### src/acs_pkg.sv
// Shared constants, types and helpers for the conversion sequencer
package acs_pkg;

	localparam int SYS_PERIOD_NS = 5;
	localparam int SYS_CLK_KHZ = 200000;
	localparam int OSC_START_NS = 1000000;
	localparam int OSC_START_CYC = (OSC_START_NS + SYS_PERIOD_NS - 1) / SYS_PERIOD_NS;
	localparam int INT_OSC_KHZ = 4920;
	localparam int INT_DIV_HALF = SYS_CLK_KHZ / (2 * INT_OSC_KHZ);
	localparam int SETTLE_PERIODS = 4;
	localparam int ONES_FOR_RESET = 40;

	localparam logic [7:0] CMD_CONT_READ_ENTER = 8'h5c;
	localparam logic [7:0] CMD_DATA_READ = 8'h58;

	localparam logic [2:0] MODE_CONT = 3'h0;
	localparam logic [2:0] MODE_SINGLE = 3'h1;

	localparam logic [1:0] CLKSEL_XTAL = 2'h0;
	localparam logic [1:0] CLKSEL_EXT = 2'h1;
	localparam logic [1:0] CLKSEL_INT = 2'h2;
	localparam logic [1:0] CLKSEL_INT_OUT = 2'h3;

	localparam int DATA_BITS = 24;
	localparam int STATUS_BITS = 8;
	localparam int WORD_BITS = DATA_BITS + STATUS_BITS;
	localparam int STAT_PARITY_POS = 4;
	localparam logic [5:0] LEN_DATA = 6'h18;
	localparam logic [5:0] LEN_DATA_STATUS = 6'h20;
	localparam logic [7:0] CHAN_EN_RESET = 8'h01;

	typedef enum logic [2:0] {
		ACS_IDLE = 3'b001,
		ACS_WAKE = 3'b010,
		ACS_CONV = 3'b100
	} acs_state_t;

	typedef struct packed {
		logic cs_n;
		logic sclk;
		logic din;
		logic sync_n;
		logic xtal;
		logic ext_clk;
	} acs_pins_t;

	// Idle pin levels: deselected, serial clock high, sync released
	localparam acs_pins_t PINS_IDLE = 6'h34;

	typedef struct packed {
		logic [DATA_BITS-1:0] data;
		logic [2:0] chan;
		logic parity;
	} acs_result_t;

	// Next enabled channel after cur; bit 3 set when the search wrapped
	function automatic logic [3:0] acs_next_chan(input logic [7:0] en, input logic [2:0] cur);
		logic [3:0] r;
		logic found;
		logic [2:0] i;
		r = {1'b0, cur};
		found = 1'b0;
		for (int k = 1; k <= 8; k++) begin
			i = cur + 3'(k);
			if (!found && en[i]) begin
				r = {(i <= cur), i};
				found = 1'b1;
			end
		end
		return r;
	endfunction

endpackage

### src/acs_sync.sv
// Two-flop synchroniser for pin inputs
`timescale 1ns/100ps
`default_nettype none
module acs_sync #(
	parameter int W = 1,
	parameter logic [W-1:0] RST_VAL = '0
) (
	input wire logic clk_sys_in,
	input wire logic resetn_in,
	input wire logic [W-1:0] async_in,
	output logic [W-1:0] sync_out
);
	logic [W-1:0] stage1;

	always_ff @(posedge clk_sys_in or negedge resetn_in) begin
		if (!resetn_in) begin
			stage1 <= RST_VAL;
			sync_out <= RST_VAL;
		end else begin
			stage1 <= async_in;
			sync_out <= stage1;
		end
	end
endmodule
`default_nettype wire

### src/acs_shifter.sv
// Output shift register for conversion words
`timescale 1ns/100ps
`default_nettype none
module acs_shifter
	import acs_pkg::*;
#(
	parameter int W = WORD_BITS
) (
	input wire logic clk_sys_in,
	input wire logic resetn_in,
	input wire logic load_in,
	input wire logic clear_in,
	input wire logic [W-1:0] word_in,
	input wire logic [5:0] len_in,
	input wire logic sclk_rise_in,
	input wire logic sclk_fall_in,
	output logic bit_out,
	output logic busy_out,
	output logic done_out
);
	logic [W-1:0] sr, next_sr;
	logic [5:0] cnt, next_cnt;
	logic [5:0] len, next_len;
	logic next_busy, next_done;

	always_comb begin
		next_sr = sr;
		next_cnt = cnt;
		next_len = len;
		next_busy = busy_out;
		next_done = 1'b0;
		if (clear_in) begin
			next_busy = 1'b0;
		end else if (load_in) begin
			next_sr = word_in;
			next_cnt = len_in;
			next_len = len_in;
			next_busy = 1'b1;
		end else if (busy_out) begin
			// Shift only after the host has taken a bit
			if (sclk_fall_in && cnt != len) begin
				next_sr = {sr[W-2:0], 1'b0};
			end
			if (sclk_rise_in) begin
				next_cnt = cnt - 6'h1;
				if (cnt == 6'h1) begin
					next_busy = 1'b0;
					next_done = 1'b1;
				end
			end
		end
	end

	always_ff @(posedge clk_sys_in or negedge resetn_in) begin
		if (!resetn_in) begin
			sr <= '0;
			cnt <= 6'h0;
			len <= 6'h0;
			busy_out <= 1'b0;
			done_out <= 1'b0;
		end else begin
			sr <= next_sr;
			cnt <= next_cnt;
			len <= next_len;
			busy_out <= next_busy;
			done_out <= next_done;
		end
	end

	assign bit_out = sr[W-1];
endmodule
`default_nettype wire

### src/acs_seq.sv
// Conversion mode sequencer with serial data-ready and output control
// What this block does
// - Mode code single starts power-up, one conversion pass, then power-down.
// - Single conversion waits about 1 ms for oscillator start first.
// - Ready falls at completion, rises after read, stays high until next.
// - Outside continuous read the held result can be read again.
// - Single mode converts each enabled channel once, then powers down.
// - Ready high before each conversion result, low when valid, next begins.
// - Append-status adds status byte; low three bits give channel.
// - Continuous conversion after reset; ready clears at each completion unless a read is under way outside continuous read.
// - Continuous mode cycles through enabled channels, one result each.
// - Command 01011100 enters continuous read; results shift without command.
// - Continuous read result read once; ready high until next result.
// - Unread word in continuous read is replaced at next completion.
// - Command 01011000 while ready low leaves continuous read.
// - Forty ones on data input reset everything to defaults.
// - Sync input low holds modulator and filter reset, config untouched.
// - Filter reset released on first master clock falling edge after sync.
// - Sync rising edge starts conversion; ready after full settling time.
// - Parity bit makes the transmitted ones count even.
// - Clock select picks internal, crystal or external; can drive clock out.
// - Outside continuous read each transaction starts with a command byte selecting the operation.
// - Ready goes high shortly before the result is updated.
`timescale 1ns/100ps
`default_nettype none
module acs_seq
	import acs_pkg::*;
#(
	parameter int OSC_START_CYCLES = OSC_START_CYC,
	parameter int CONV_CYCLES = 1000,
	parameter int SETTLE_CYCLES = SETTLE_PERIODS * CONV_CYCLES
) (
	input wire logic clk_sys_in,
	input wire logic resetn_in,
	input wire logic cs_n_pin_in,
	input wire logic sclk_pin_in,
	input wire logic din_pin_in,
	input wire logic sync_n_pin_in,
	input wire logic crystal_in_pin_in,
	input wire logic crystal_out_clock_pin_in,
	input wire logic mode_write_in,
	input wire logic mode_select_bit2_in,
	input wire logic mode_select_bit1_in,
	input wire logic mode_select_bit0_in,
	input wire logic append_status_in,
	input wire logic parity_enable_in,
	input wire logic clock_source_sel_hi_in,
	input wire logic clock_source_sel_lo_in,
	input wire logic [7:0] channel_enable_in,
	input wire logic [DATA_BITS-1:0] conv_data_in,
	output logic dout_rdy_out,
	output logic dout_rdy_oe_out,
	output logic crystal_out_clock_pin_out,
	output logic crystal_out_clock_pin_oe_out,
	output logic filter_reset_out,
	output logic powered_down_out,
	output logic osc_enable_out,
	output logic cont_read_out,
	output logic status_rdy_n_out,
	output logic [2:0] chan_out,
	output logic iface_reset_out
);
	acs_pins_t pins, pins_d;
	acs_state_t state, next_state;
	acs_result_t res, next_res;
	logic [31:0] cnt, next_cnt;
	logic [2:0] chan, next_chan;
	logic rdy_n, next_rdy_n;
	logic cont_read, next_cont_read;
	logic [7:0] cmd_sr, next_cmd_sr;
	logic [2:0] cmd_cnt, next_cmd_cnt;
	logic [5:0] ones_cnt, next_ones_cnt;
	logic filt_rst, next_filt_rst;
	logic [4:0] div_cnt, next_div_cnt;
	logic int_clk, next_int_clk;
	logic mclk_d, next_mclk_d;
	logic soft_rst, next_soft_rst;
	logic next_dout, next_dout_oe, next_clk_out, next_clk_oe;
	logic sclk_rise, sclk_fall, mclk_now, mclk_fall;
	logic sh_load, sh_clear, sh_bit, sh_busy, sh_done;
	logic [WORD_BITS-1:0] sh_word;
	logic [5:0] sh_len;
	logic [2:0] mode_sel;
	logic [1:0] clk_sel;
	logic [3:0] nxt, first_ch;
	logic [7:0] cmd_byte;
	logic [7:0] status_byte;

	acs_sync #(.W(6), .RST_VAL(PINS_IDLE)) u_sync (
		.clk_sys_in(clk_sys_in),
		.resetn_in(resetn_in),
		.async_in({cs_n_pin_in, sclk_pin_in, din_pin_in, sync_n_pin_in,
			crystal_in_pin_in, crystal_out_clock_pin_in}),
		.sync_out(pins)
	);

	acs_shifter #(.W(WORD_BITS)) u_shifter (
		.clk_sys_in(clk_sys_in),
		.resetn_in(resetn_in),
		.load_in(sh_load),
		.clear_in(sh_clear),
		.word_in(sh_word),
		.len_in(sh_len),
		.sclk_rise_in(sclk_rise),
		.sclk_fall_in(sclk_fall),
		.bit_out(sh_bit),
		.busy_out(sh_busy),
		.done_out(sh_done)
	);

	assign mode_sel = {mode_select_bit2_in, mode_select_bit1_in, mode_select_bit0_in};
	assign clk_sel = {clock_source_sel_hi_in, clock_source_sel_lo_in};
	assign sclk_rise = pins.sclk & ~pins_d.sclk & ~pins.cs_n;
	assign sclk_fall = ~pins.sclk & pins_d.sclk & ~pins.cs_n;
	assign cmd_byte = {cmd_sr[6:0], pins.din};
	assign first_ch = acs_next_chan(channel_enable_in, 3'h7);

	// Master clock source and its falling edge
	always_comb begin
		unique case (clk_sel)
			CLKSEL_XTAL: mclk_now = pins.xtal;
			CLKSEL_EXT: mclk_now = pins.ext_clk;
			CLKSEL_INT, CLKSEL_INT_OUT: mclk_now = int_clk;
		endcase
		mclk_fall = mclk_d & ~mclk_now;
	end

	// Status byte: channel in low bits, parity above
	always_comb begin
		status_byte = {5'h0, next_res.chan};
		status_byte[STAT_PARITY_POS] = next_res.parity;
		sh_word = {next_res.data, status_byte};
		sh_len = append_status_in ? LEN_DATA_STATUS : LEN_DATA;
	end

	always_comb begin
		next_state = state;
		next_res = res;
		next_cnt = cnt;
		next_chan = chan;
		next_rdy_n = rdy_n;
		next_cont_read = cont_read;
		next_cmd_sr = cmd_sr;
		next_cmd_cnt = cmd_cnt;
		next_ones_cnt = ones_cnt;
		next_filt_rst = filt_rst;
		next_soft_rst = 1'b0;
		next_mclk_d = mclk_now;
		next_div_cnt = div_cnt + 5'h1;
		next_int_clk = int_clk;
		sh_load = 1'b0;
		sh_clear = 1'b0;
		nxt = acs_next_chan(channel_enable_in, chan);
		if (div_cnt == 5'(INT_DIV_HALF - 1)) begin
			next_div_cnt = 5'h0;
			next_int_clk = ~int_clk;
		end
		// Sync low holds filter; release on master clock fall
		if (!pins.sync_n) begin
			next_filt_rst = 1'b1;
		end else if (filt_rst && mclk_fall) begin
			next_filt_rst = 1'b0;
		end
		// Read completion raises ready
		if (sh_done) begin
			next_rdy_n = 1'b1;
		end
		// Command byte reception
		if (pins.cs_n) begin
			next_cmd_cnt = 3'h0;
		end else if (sclk_rise && (!sh_busy || cont_read)) begin
			next_cmd_sr = cmd_byte;
			next_cmd_cnt = cmd_cnt + 3'h1;
			if (cmd_cnt == 3'h7) begin
				if (cont_read) begin
					if (cmd_byte == CMD_DATA_READ && !rdy_n) begin
						next_cont_read = 1'b0;
						sh_clear = 1'b1;
					end
				end else if (cmd_byte == CMD_CONT_READ_ENTER) begin
					next_cont_read = 1'b1;
				end else if (cmd_byte == CMD_DATA_READ) begin
					sh_load = 1'b1;
				end
			end
		end
		// Conversion sequencing
		unique case (state)
			ACS_IDLE: begin
			end
			ACS_WAKE: begin
				next_cnt = cnt - 32'h1;
				if (cnt == 32'h0) begin
					next_state = ACS_CONV;
					next_chan = first_ch[2:0];
					next_cnt = 32'(SETTLE_CYCLES - 1);
					next_rdy_n = 1'b1;
				end
			end
			ACS_CONV: begin
				if (filt_rst) begin
					next_cnt = 32'(SETTLE_CYCLES - 1);
				end else begin
					next_cnt = cnt - 32'h1;
					if (cnt == 32'h1) begin
						next_rdy_n = 1'b1;
					end
					if (cnt == 32'h0) begin
						if (cont_read || !sh_busy) begin
							next_res.data = conv_data_in;
							next_res.chan = chan;
							next_res.parity = parity_enable_in & append_status_in &
								(^conv_data_in ^ ^chan);
							next_rdy_n = 1'b0;
						end
						// Result dropped when a read is under way outside continuous read
						if (mode_sel == MODE_SINGLE && nxt[3]) begin
							next_state = ACS_IDLE;
						end else begin
							next_chan = nxt[2:0];
							next_cnt = (nxt[2:0] != chan) ? 32'(SETTLE_CYCLES - 1) :
								32'(CONV_CYCLES - 1);
						end
					end
				end
			end
		endcase
		// Continuous read auto-load after completion
		if (cont_read && state == ACS_CONV && !filt_rst && cnt == 32'h0 && !sh_clear) begin
			sh_load = 1'b1;
		end
		// Mode write restarts sequencing
		if (mode_write_in) begin
			if (channel_enable_in == 8'h0) begin
				next_state = ACS_IDLE;
			end else if (mode_sel == MODE_CONT) begin
				next_state = ACS_CONV;
				next_chan = first_ch[2:0];
				next_cnt = 32'(SETTLE_CYCLES - 1);
			end else if (mode_sel == MODE_SINGLE) begin
				next_state = ACS_WAKE;
				next_cnt = 32'(OSC_START_CYCLES - 1);
			end else begin
				next_state = ACS_IDLE;
			end
		end
		// Forty consecutive ones reset everything
		if (sclk_rise) begin
			next_ones_cnt = pins.din ? ones_cnt + 6'h1 : 6'h0;
			if (pins.din && ones_cnt == 6'(ONES_FOR_RESET - 1)) begin
				next_soft_rst = 1'b1;
				next_ones_cnt = 6'h0;
				next_state = ACS_CONV;
				next_chan = 3'h0;
				next_cnt = 32'(SETTLE_CYCLES - 1);
				next_rdy_n = 1'b1;
				next_cont_read = 1'b0;
				next_cmd_cnt = 3'h0;
				next_filt_rst = 1'b0;
				next_res = '0;
				sh_clear = 1'b1;
				sh_load = 1'b0;
			end
		end
		// Pin drive
		next_dout_oe = ~pins.cs_n;
		next_dout = sh_busy ? sh_bit : rdy_n;
		next_clk_oe = (clk_sel == CLKSEL_INT_OUT);
		next_clk_out = int_clk & next_clk_oe;
	end

	always_ff @(posedge clk_sys_in or negedge resetn_in) begin
		if (!resetn_in) begin
			pins_d <= PINS_IDLE;
			state <= ACS_CONV;
			res <= '0;
			cnt <= 32'(SETTLE_CYCLES - 1);
			chan <= 3'h0;
			rdy_n <= 1'b1;
			cont_read <= 1'b0;
			cmd_sr <= 8'h0;
			cmd_cnt <= 3'h0;
			ones_cnt <= 6'h0;
			filt_rst <= 1'b0;
			div_cnt <= 5'h0;
			int_clk <= 1'b0;
			mclk_d <= 1'b0;
			soft_rst <= 1'b0;
			dout_rdy_out <= 1'b1;
			dout_rdy_oe_out <= 1'b0;
			crystal_out_clock_pin_out <= 1'b0;
			crystal_out_clock_pin_oe_out <= 1'b0;
		end else begin
			pins_d <= pins;
			state <= next_state;
			res <= next_res;
			cnt <= next_cnt;
			chan <= next_chan;
			rdy_n <= next_rdy_n;
			cont_read <= next_cont_read;
			cmd_sr <= next_cmd_sr;
			cmd_cnt <= next_cmd_cnt;
			ones_cnt <= next_ones_cnt;
			filt_rst <= next_filt_rst;
			div_cnt <= next_div_cnt;
			int_clk <= next_int_clk;
			mclk_d <= next_mclk_d;
			soft_rst <= next_soft_rst;
			dout_rdy_out <= next_dout;
			dout_rdy_oe_out <= next_dout_oe;
			crystal_out_clock_pin_out <= next_clk_out;
			crystal_out_clock_pin_oe_out <= next_clk_oe;
		end
	end

	// Status outputs straight from state flops
	always_comb begin
		filter_reset_out = filt_rst;
		powered_down_out = state == ACS_IDLE;
		osc_enable_out = state != ACS_IDLE;
		cont_read_out = cont_read;
		status_rdy_n_out = rdy_n;
		chan_out = chan;
		iface_reset_out = soft_rst;
	end
endmodule
`default_nettype wire

### config.mk
export PLATFORM = sky130hd
export DESIGN_NAME = acs_seq
export DESIGN_NICKNAME = d
export VERILOG_FILES = /design/src/acs_pkg.sv /design/src/acs_sync.sv /design/src/acs_shifter.sv /design/src/acs_seq.sv
export SDC_FILE = /design/constraint.sdc
export NUM_CORES = 1
export LEC_CHECK = 0
export BUFFER_PORTS_ARGS = -buffer_cell sky130_fd_sc_hd__buf_2
export CAP_MARGIN = 20
export CORE_MARGIN = 2
export CORE_UTILIZATION = 55
export CTS_CLUSTER_SIZE = 30
export DETAILED_ROUTE_END_ITERATION = 16
export PLACE_DENSITY_LB_ADDON = 0.05
export SYNTH_ARGS = -nofsm -noshare
export SYNTH_HDL_FRONTEND = slang
export SYNTH_SLANG_ARGS = --single-unit
### constraint.sdc
create_clock -name clk_sys_in -period 4.55 [get_ports clk_sys_in]
set_input_delay 0.455 -clock clk_sys_in [delete_from_list [all_inputs] [get_ports clk_sys_in]]
set_output_delay 0.455 -clock clk_sys_in [all_outputs]
set_load 0.01 [all_outputs]
Word level (Yosys, flattened, before mapping)
Cells that the tools add are included.
{"block": "totals", "mem_bits_ro": 0, "latchBits": 0, "word_cells": 295, "mem_bits_rw": 0, "in_bits": 48, "memories": 0, "output_inout_bits": 13, "register_bits": 156}
{"block": "op_classes", "reduce_logical": 57, "n_shift": 0, "n_eq_ne": 17, "n_lt_le_gt_ge": 16, "addsub": 12, "multipliers": 0, "div_mod_pow": 0, "n_mux": 150, "bitwise": 15}
{"cell": "two-way mux 32 bit", "count": 13}
{"cell": "two-way mux 28 bit", "count": 6}
{"cell": "two-way mux 3 bit", "count": 30}
{"cell": "two-way mux 1 bit", "count": 71}
{"cell": "case mux 32 bit (2 select lines)", "count": 1}
{"cell": "two-way mux 6 bit", "count": 6}
{"cell": "equality test 32 x 1 -> 1 bit (second input constant)", "count": 1}
{"cell": "logical NOT 32 bit", "count": 1}
{"cell": "less-than comparator 3 x 4 -> 1 bit (second input constant)", "count": 8}
{"cell": "two-way mux 4 bit", "count": 8}
{"cell": "subtractor 32 x 1 -> 32 bit (second input constant)", "count": 1}
{"cell": "binary-select mux 1 bit (select 3 bit)", "count": 8}
{"cell": "<= comparator 3 bit", "count": 8}
{"cell": "logical AND 1 bit", "count": 24}
{"cell": "parity 24 bit", "count": 1}
{"cell": "logical NOT 1 bit", "count": 18}
{"cell": "equality test 8 x 7 -> 1 bit (second input constant)", "count": 2}
{"cell": "adder 3 bit (second input constant)", "count": 4}
{"cell": "two-way mux 12 bit", "count": 1}
{"cell": "case mux 3 bit (2 select lines)", "count": 2}
{"cell": "bitwise AND 1 bit", "count": 8}
{"cell": "logical NOT 8 bit", "count": 1}
{"cell": "adder 3 x 1 -> 3 bit (second input constant)", "count": 2}
{"cell": "adder 3 x 2 -> 3 bit (second input constant)", "count": 2}
{"cell": "28 further kinds", "count": 40}

Longest topological paths before layout
{"block": "depth", "word_depth": 37, "ltp_mapped": 14, "ltp_nobuf": 10}

By module
Synthesis repeated with hierarchy kept, for this count alone.
{"block": "hier_totals", "hier_cells": 1156, "area_unflattened_um2": 10520.1}
{"mod": "acs_seq", "area_per_inst_um2": 6641.4, "instances": 1, "cells_per_inst": 728, "seq_area_each_um2": 2469.9}
{"mod": "acs_shifter", "area_per_inst_um2": 3570.9, "instances": 1, "cells_per_inst": 416, "seq_area_each_um2": 1151.1}
{"mod": "acs_sync", "area_per_inst_um2": 307.8, "instances": 1, "cells_per_inst": 12, "seq_area_each_um2": 307.8}

Worst setup path before layout
OpenSTA, ideal clock, no wires.
{"block": "synth_timing", "path_type": "reg2reg", "from": "register chan[1] (netlist: chan_out[1])", "to": "register cnt[19]", "t_arrival_ns": 4.052, "setup_time_ns": 0.087, "stages_incl_launch_ff": 14, "n_path_buf": 4, "synth_period_minus_slack_ns": 4.139, "setup_slack_ns": 0.411, "required_time_ns": 4.463, "path_cell_list": "dfrtp_1 clkbuf_1 buf_2 inv_1 ha_1 clkbuf_1 mux4_2 mux2_2 nor4b_2 o2111ai_1 a31oi_1 buf_2 o211ai_1 a22oi_1"}
{"block": "synth_between", "elab_chain_len": 36, "word_cells_on_any_way": 71, "cone_classes": "add/sub: 7; order compare: 8; mux: 41; reduce/logical: 15"}
{"element": "start: declaration", "line": "acs_seq.sv:67", "text": "logic [2:0] chan, next_chan;"}
{"element": "start signal: assignment", "line": "acs_seq.sv:298", "text": "chan <= next_chan;"}
{"element": "adder 3 x 1 -> 3 bit", "line": "acs_pkg.sv:64", "text": "i = cur + 3'(k);"}
{"element": "binary-select mux 1 bit (select 3 bit)", "line": "acs_pkg.sv:65", "text": "if (!found && en[i]) begin"}
{"element": "two-way mux 1 bit (not written as such)", "line": "acs_pkg.sv:65"}
{"element": "two-way mux 1 bit", "line": "acs_pkg.sv:65"}
{"element": "logical NOT 1 bit", "line": "acs_pkg.sv:65"}
{"element": "logical AND 1 bit", "line": "acs_pkg.sv:65"}
{"element": "two-way mux 1 bit", "line": "acs_pkg.sv:65"}
{"element": "logical NOT 1 bit", "line": "acs_pkg.sv:65"}
{"element": "(+21 left out)"}
{"element": "case mux 32 bit (2 select lines) (*)", "line": "acs_seq.sv:188", "text": "unique case (state)"}
{"element": "two-way mux 32 bit", "line": "acs_seq.sv:240", "text": "end else if (mode_sel == MODE_SINGLE) begin"}
{"element": "two-way mux 32 bit", "line": "acs_seq.sv:236", "text": "end else if (mode_sel == MODE_CONT) begin"}
{"element": "two-way mux 32 bit", "line": "acs_seq.sv:234", "text": "if (channel_enable_in == 8'h0) begin"}
{"element": "two-way mux 32 bit (*)", "line": "acs_seq.sv:233", "text": "if (mode_write_in) begin"}
{"element": "two-way mux 32 bit", "line": "acs_seq.sv:250", "text": "if (pins.din && ones_cnt == 6'(ONES_FOR_RESET - 1)) begin"}
{"element": "two-way mux 32 bit (*)", "line": "acs_seq.sv:248", "text": "if (sclk_rise) begin"}
{"element": "named net next_cnt[19]", "line": "acs_seq.sv:66", "text": "logic [31:0] cnt, next_cnt;"}
{"element": "end signal: assignment", "line": "acs_seq.sv:277", "text": "cnt <= 32'(SETTLE_CYCLES - 1);"}
{"element": "end signal: assignment", "line": "acs_seq.sv:297", "text": "cnt <= next_cnt;"}
{"element": "end: declaration", "line": "acs_seq.sv:66"}
Mark *: on every way through the listed nets, which the timed path passes. The rest lies on a longest branch. The select of a mux whose other input is x is not followed.
A chain may end at the register's enable or synchronous reset.

Final worst setup path
{"block": "layout_timing", "from": "register chan[0] (netlist: chan_out[0])", "to": "register cnt[13]"}
The elaborated chain is that of the path after synthesis.

==> flow_summary.toml <==
[status]
status = "finished, violations left"
violations = "hold timing"

[global_route]
grt_overflow = 0
grt_max_degree = 120
grt_first_pass_wirelength_um = 35000
grt_usage = 0.268
grt_pass1_vias = 7046
antenna_found_initial = 0

[cells_and_area]
drive_above_1_share = 0.176
synthToLayoutAreaGrowth_pct = 13.3
layout_common_cells = "nand2_1 (155), dfrtp_1 (132), nor2_1 (63)"
fin_cells = 1167
layout_commonest_cell = "nand2_1"
final_core_util = 0.636
nets = 1029
antennaDiodeCount = 0

[timing]
hold_viol_final = 1
skew_ps = 11.5
fin_crit_sh = 0.869
timing.setup.tns_ps = 0
rsz0062_at_grt = "no"
whs_ps = -3.67
max_freq_mhz = 253
slew_headroom = 0.277
tightestPinTransition_ps = 1080
min_period_ps = 3950
slew_viol_final = 0
setup_viol = 0

[clocking]
post_cts_buffers = 0
cts.sinks = 152
cts_hold_buf = 0
path_clk_slew_ps = 60
clkLatencyLatePin_ps = 430
cts.htree.levels = 4
clockRootBuffer = "clkbuf_16"
cts-resized-gates = 0
cts_buffers = 17
cts_max_path_buffers = 2
cts_tree = "built"

[critical_path]
required_ps = 4830
cp.arrival_ps = 4230
crit_path_start_kind = "flop"
slowest_delay_ps = 620
r2r_start = "chan_out[0]"
cp_max_fo = 16
worst_setup_path_end_kind = "flop"
crit_start = "chan_out[0]"
setup.worst_path.class = "flop to flop"
path_cells = "inv_2 -> ha_1 -> mux4_2 -> mux2_2 -> nand4b_1 -> a21oi_1 -> o311ai_0 -> a31oi_1 -> buf_4 -> o31ai_2 -> nor2_1"
crit_path_top_delay_cell = "o311ai_0"

[hold_path]
hold_class = "primary input to asynchronous set/reset pin"

[synth]
syn_area_um2 = 8540
synth_fp_nets = 978
ys_seq_area_frac = 0.448
yosys.area.top_type_share = 0.387
synth_edf_count = 0
synth_area_leaders = "dfrtp_1 (39%), nand2_1 (6.8%), dfstp_2 (6.2%)"
ys.flop_type = "dfrtp_1"
synth_top_cell_by_area = "dfrtp_1"
syn_inst = 915
async_reset_ff_frac = 1.00
ys_warn_count = 0
syn_avg_cell_area_um2 = 9.33
synth.ff_latch_count = 152
synth_cell_types = 66

[routing]
ant_nets = 0
vias_per_cell = 6.11
wl_um = 21200
drc_errors = 0
first_iter_violations = 507
wl_per_cell_um = 18.2
drt_first_pass_iters = 5
via_count = 7136

[placed_design]
gp_congestion = 0.876
place_inst = 1134
hpwlAfterDp_um = 14300
numPortBuffers = 60

[power]
irDropWorstVdd_mv = 0.307
power.density_nw_per_um2 = 387
p_leak_nw = 4.43

[run]
drv_cap = 0

[floorplanning]
rows = 45
die-area_um2 = 16500
start_util = 0.562
die_y_um = 129
die_w_um = 129
core_area_um2 = 15200
ios = 61
==> synthesized netlist by cell type, types with 6 or more instances <==
| cell | instances |
|---|---|
| a21o_1 | 6 |
| a21oi_1 | 51 |
| a22oi_1 | 29 |
| a31oi_1 | 6 |
| and2_1 | 8 |
| and3_1 | 7 |
| buf_2 | 10 |
| clkbuf_1 | 28 |
| dfrtp_1 | 132 |
| dfstp_2 | 20 |
| ha_1 | 15 |
| inv_1 | 27 |
| mux2_2 | 19 |
| mux2i_1 | 17 |
| mux4_2 | 11 |
| nand2_1 | 155 |
| nand2b_1 | 6 |
| nand3_1 | 24 |
| nor2_1 | 63 |
| nor3_1 | 29 |
| nor4_1 | 13 |
| o211ai_1 | 11 |
| o21ai_0 | 32 |
| o21ai_1 | 32 |
| or3_1 | 15 |
| or4_1 | 8 |
| xnor2_1 | 37 |
| xor2_1 | 18 |
==> final timing paths <==
check	slack (ps)	depth (start not counted)	end
max reg2reg	600	11	cnt[13]
max	600	11	cnt[13]
min	-4	1	state[0]
min reg2reg	350	0	u_sync.sync_out[3]
min in group clk_sys_in	120	1	u_sync.stage1[5]
max in group asynchronous	3630	2	u_sync.sync_out[2]
==> state kept, by name, summed over array words and instances (netlist names), 2 cells and up <==
signal / flops
state: 3
chan_out: 3
u_shifter.len: 2
cnt: 32
cmd_cnt: 3
u_sync.sync_out: 6
u_sync.stage1: 6
ones_cnt: 6
cmd_sr: 7
res: 28
u_shifter.sr: 32
div_cnt: 5
u_shifter.cnt: 6
==> logic make-up (layout without fill, tap and decap cells) <==
kind of cell,count (synthesis),count (layout),synth area share
xor+xnor,55,55,0.0564
simple gates,353,353,0.195
flops,152,152,0.448
fa+ha+maj,15,15,0.0220
mux,47,47,0.0740
compound gates,218,218,0.167
buf+inv,75,139,0.0375
==> worst max-delay path: cells and delay by family (launching register included) <==
| kind | cells | cell delay (ps) |
|---|---|---|
| DFF | 1 | 470 |
| AOI/OAI and AO/OA | 4 | 1490 |
| and+or+nand+nor | 2 | 230 |
| adders and majority gates | 1 | 460 |
| muxes | 2 | 750 |
| buffers and inverters | 2 | 390 |
==> final cells by class <==
class | instances | area (um2)
Clock buffer | 19 | 443
Clock inverter | 13 | 184
Fill cell | 1292 | 5530
Inverter | 28 | 105
Multi-Input combinational cell | 688 | 4410
Sequential cell | 152 | 3830
Tap cell | 188 | 235
Timing Repair Buffer | 79 | 469
==> through the flow <==
step / setup WS (ps) / total power, mW / instance area, um2 / hold slack [ps]
global route: 175 / 3.91 / 9670 / 43.7
CTS: 630 / 3.76 / 9640 / 106
detailed placement: 650 / 2.27 / 9020 / 345
global placement: 732 / 2.26 / 9020 / 333
finish: 596 / 3.75 / 9670 / -3.67
floorplan: 411 / 2.04 / 8540 / 159
==> layer usage <==
metal / up-vias / GRT usage / routed length [um]
met3: 24 / 0.0561 / 935
li1: 3385 / - / -
met5: - / 0 / 0
met2: 194 / 0.430 / 10300
met1: 3533 / 0.374 / 9770
met4: 0 / 0.0735 / 261
==> power breakdown <==
part	internal [mW]	switching, mW	leakage (nW)
clock	0.893	0.596	0.296
sequential	1.42	0.0613	1.72
combinational	0.336	0.437	2.42
total	2.65	1.09	4.43
Power figures use the tool's default switching activity.
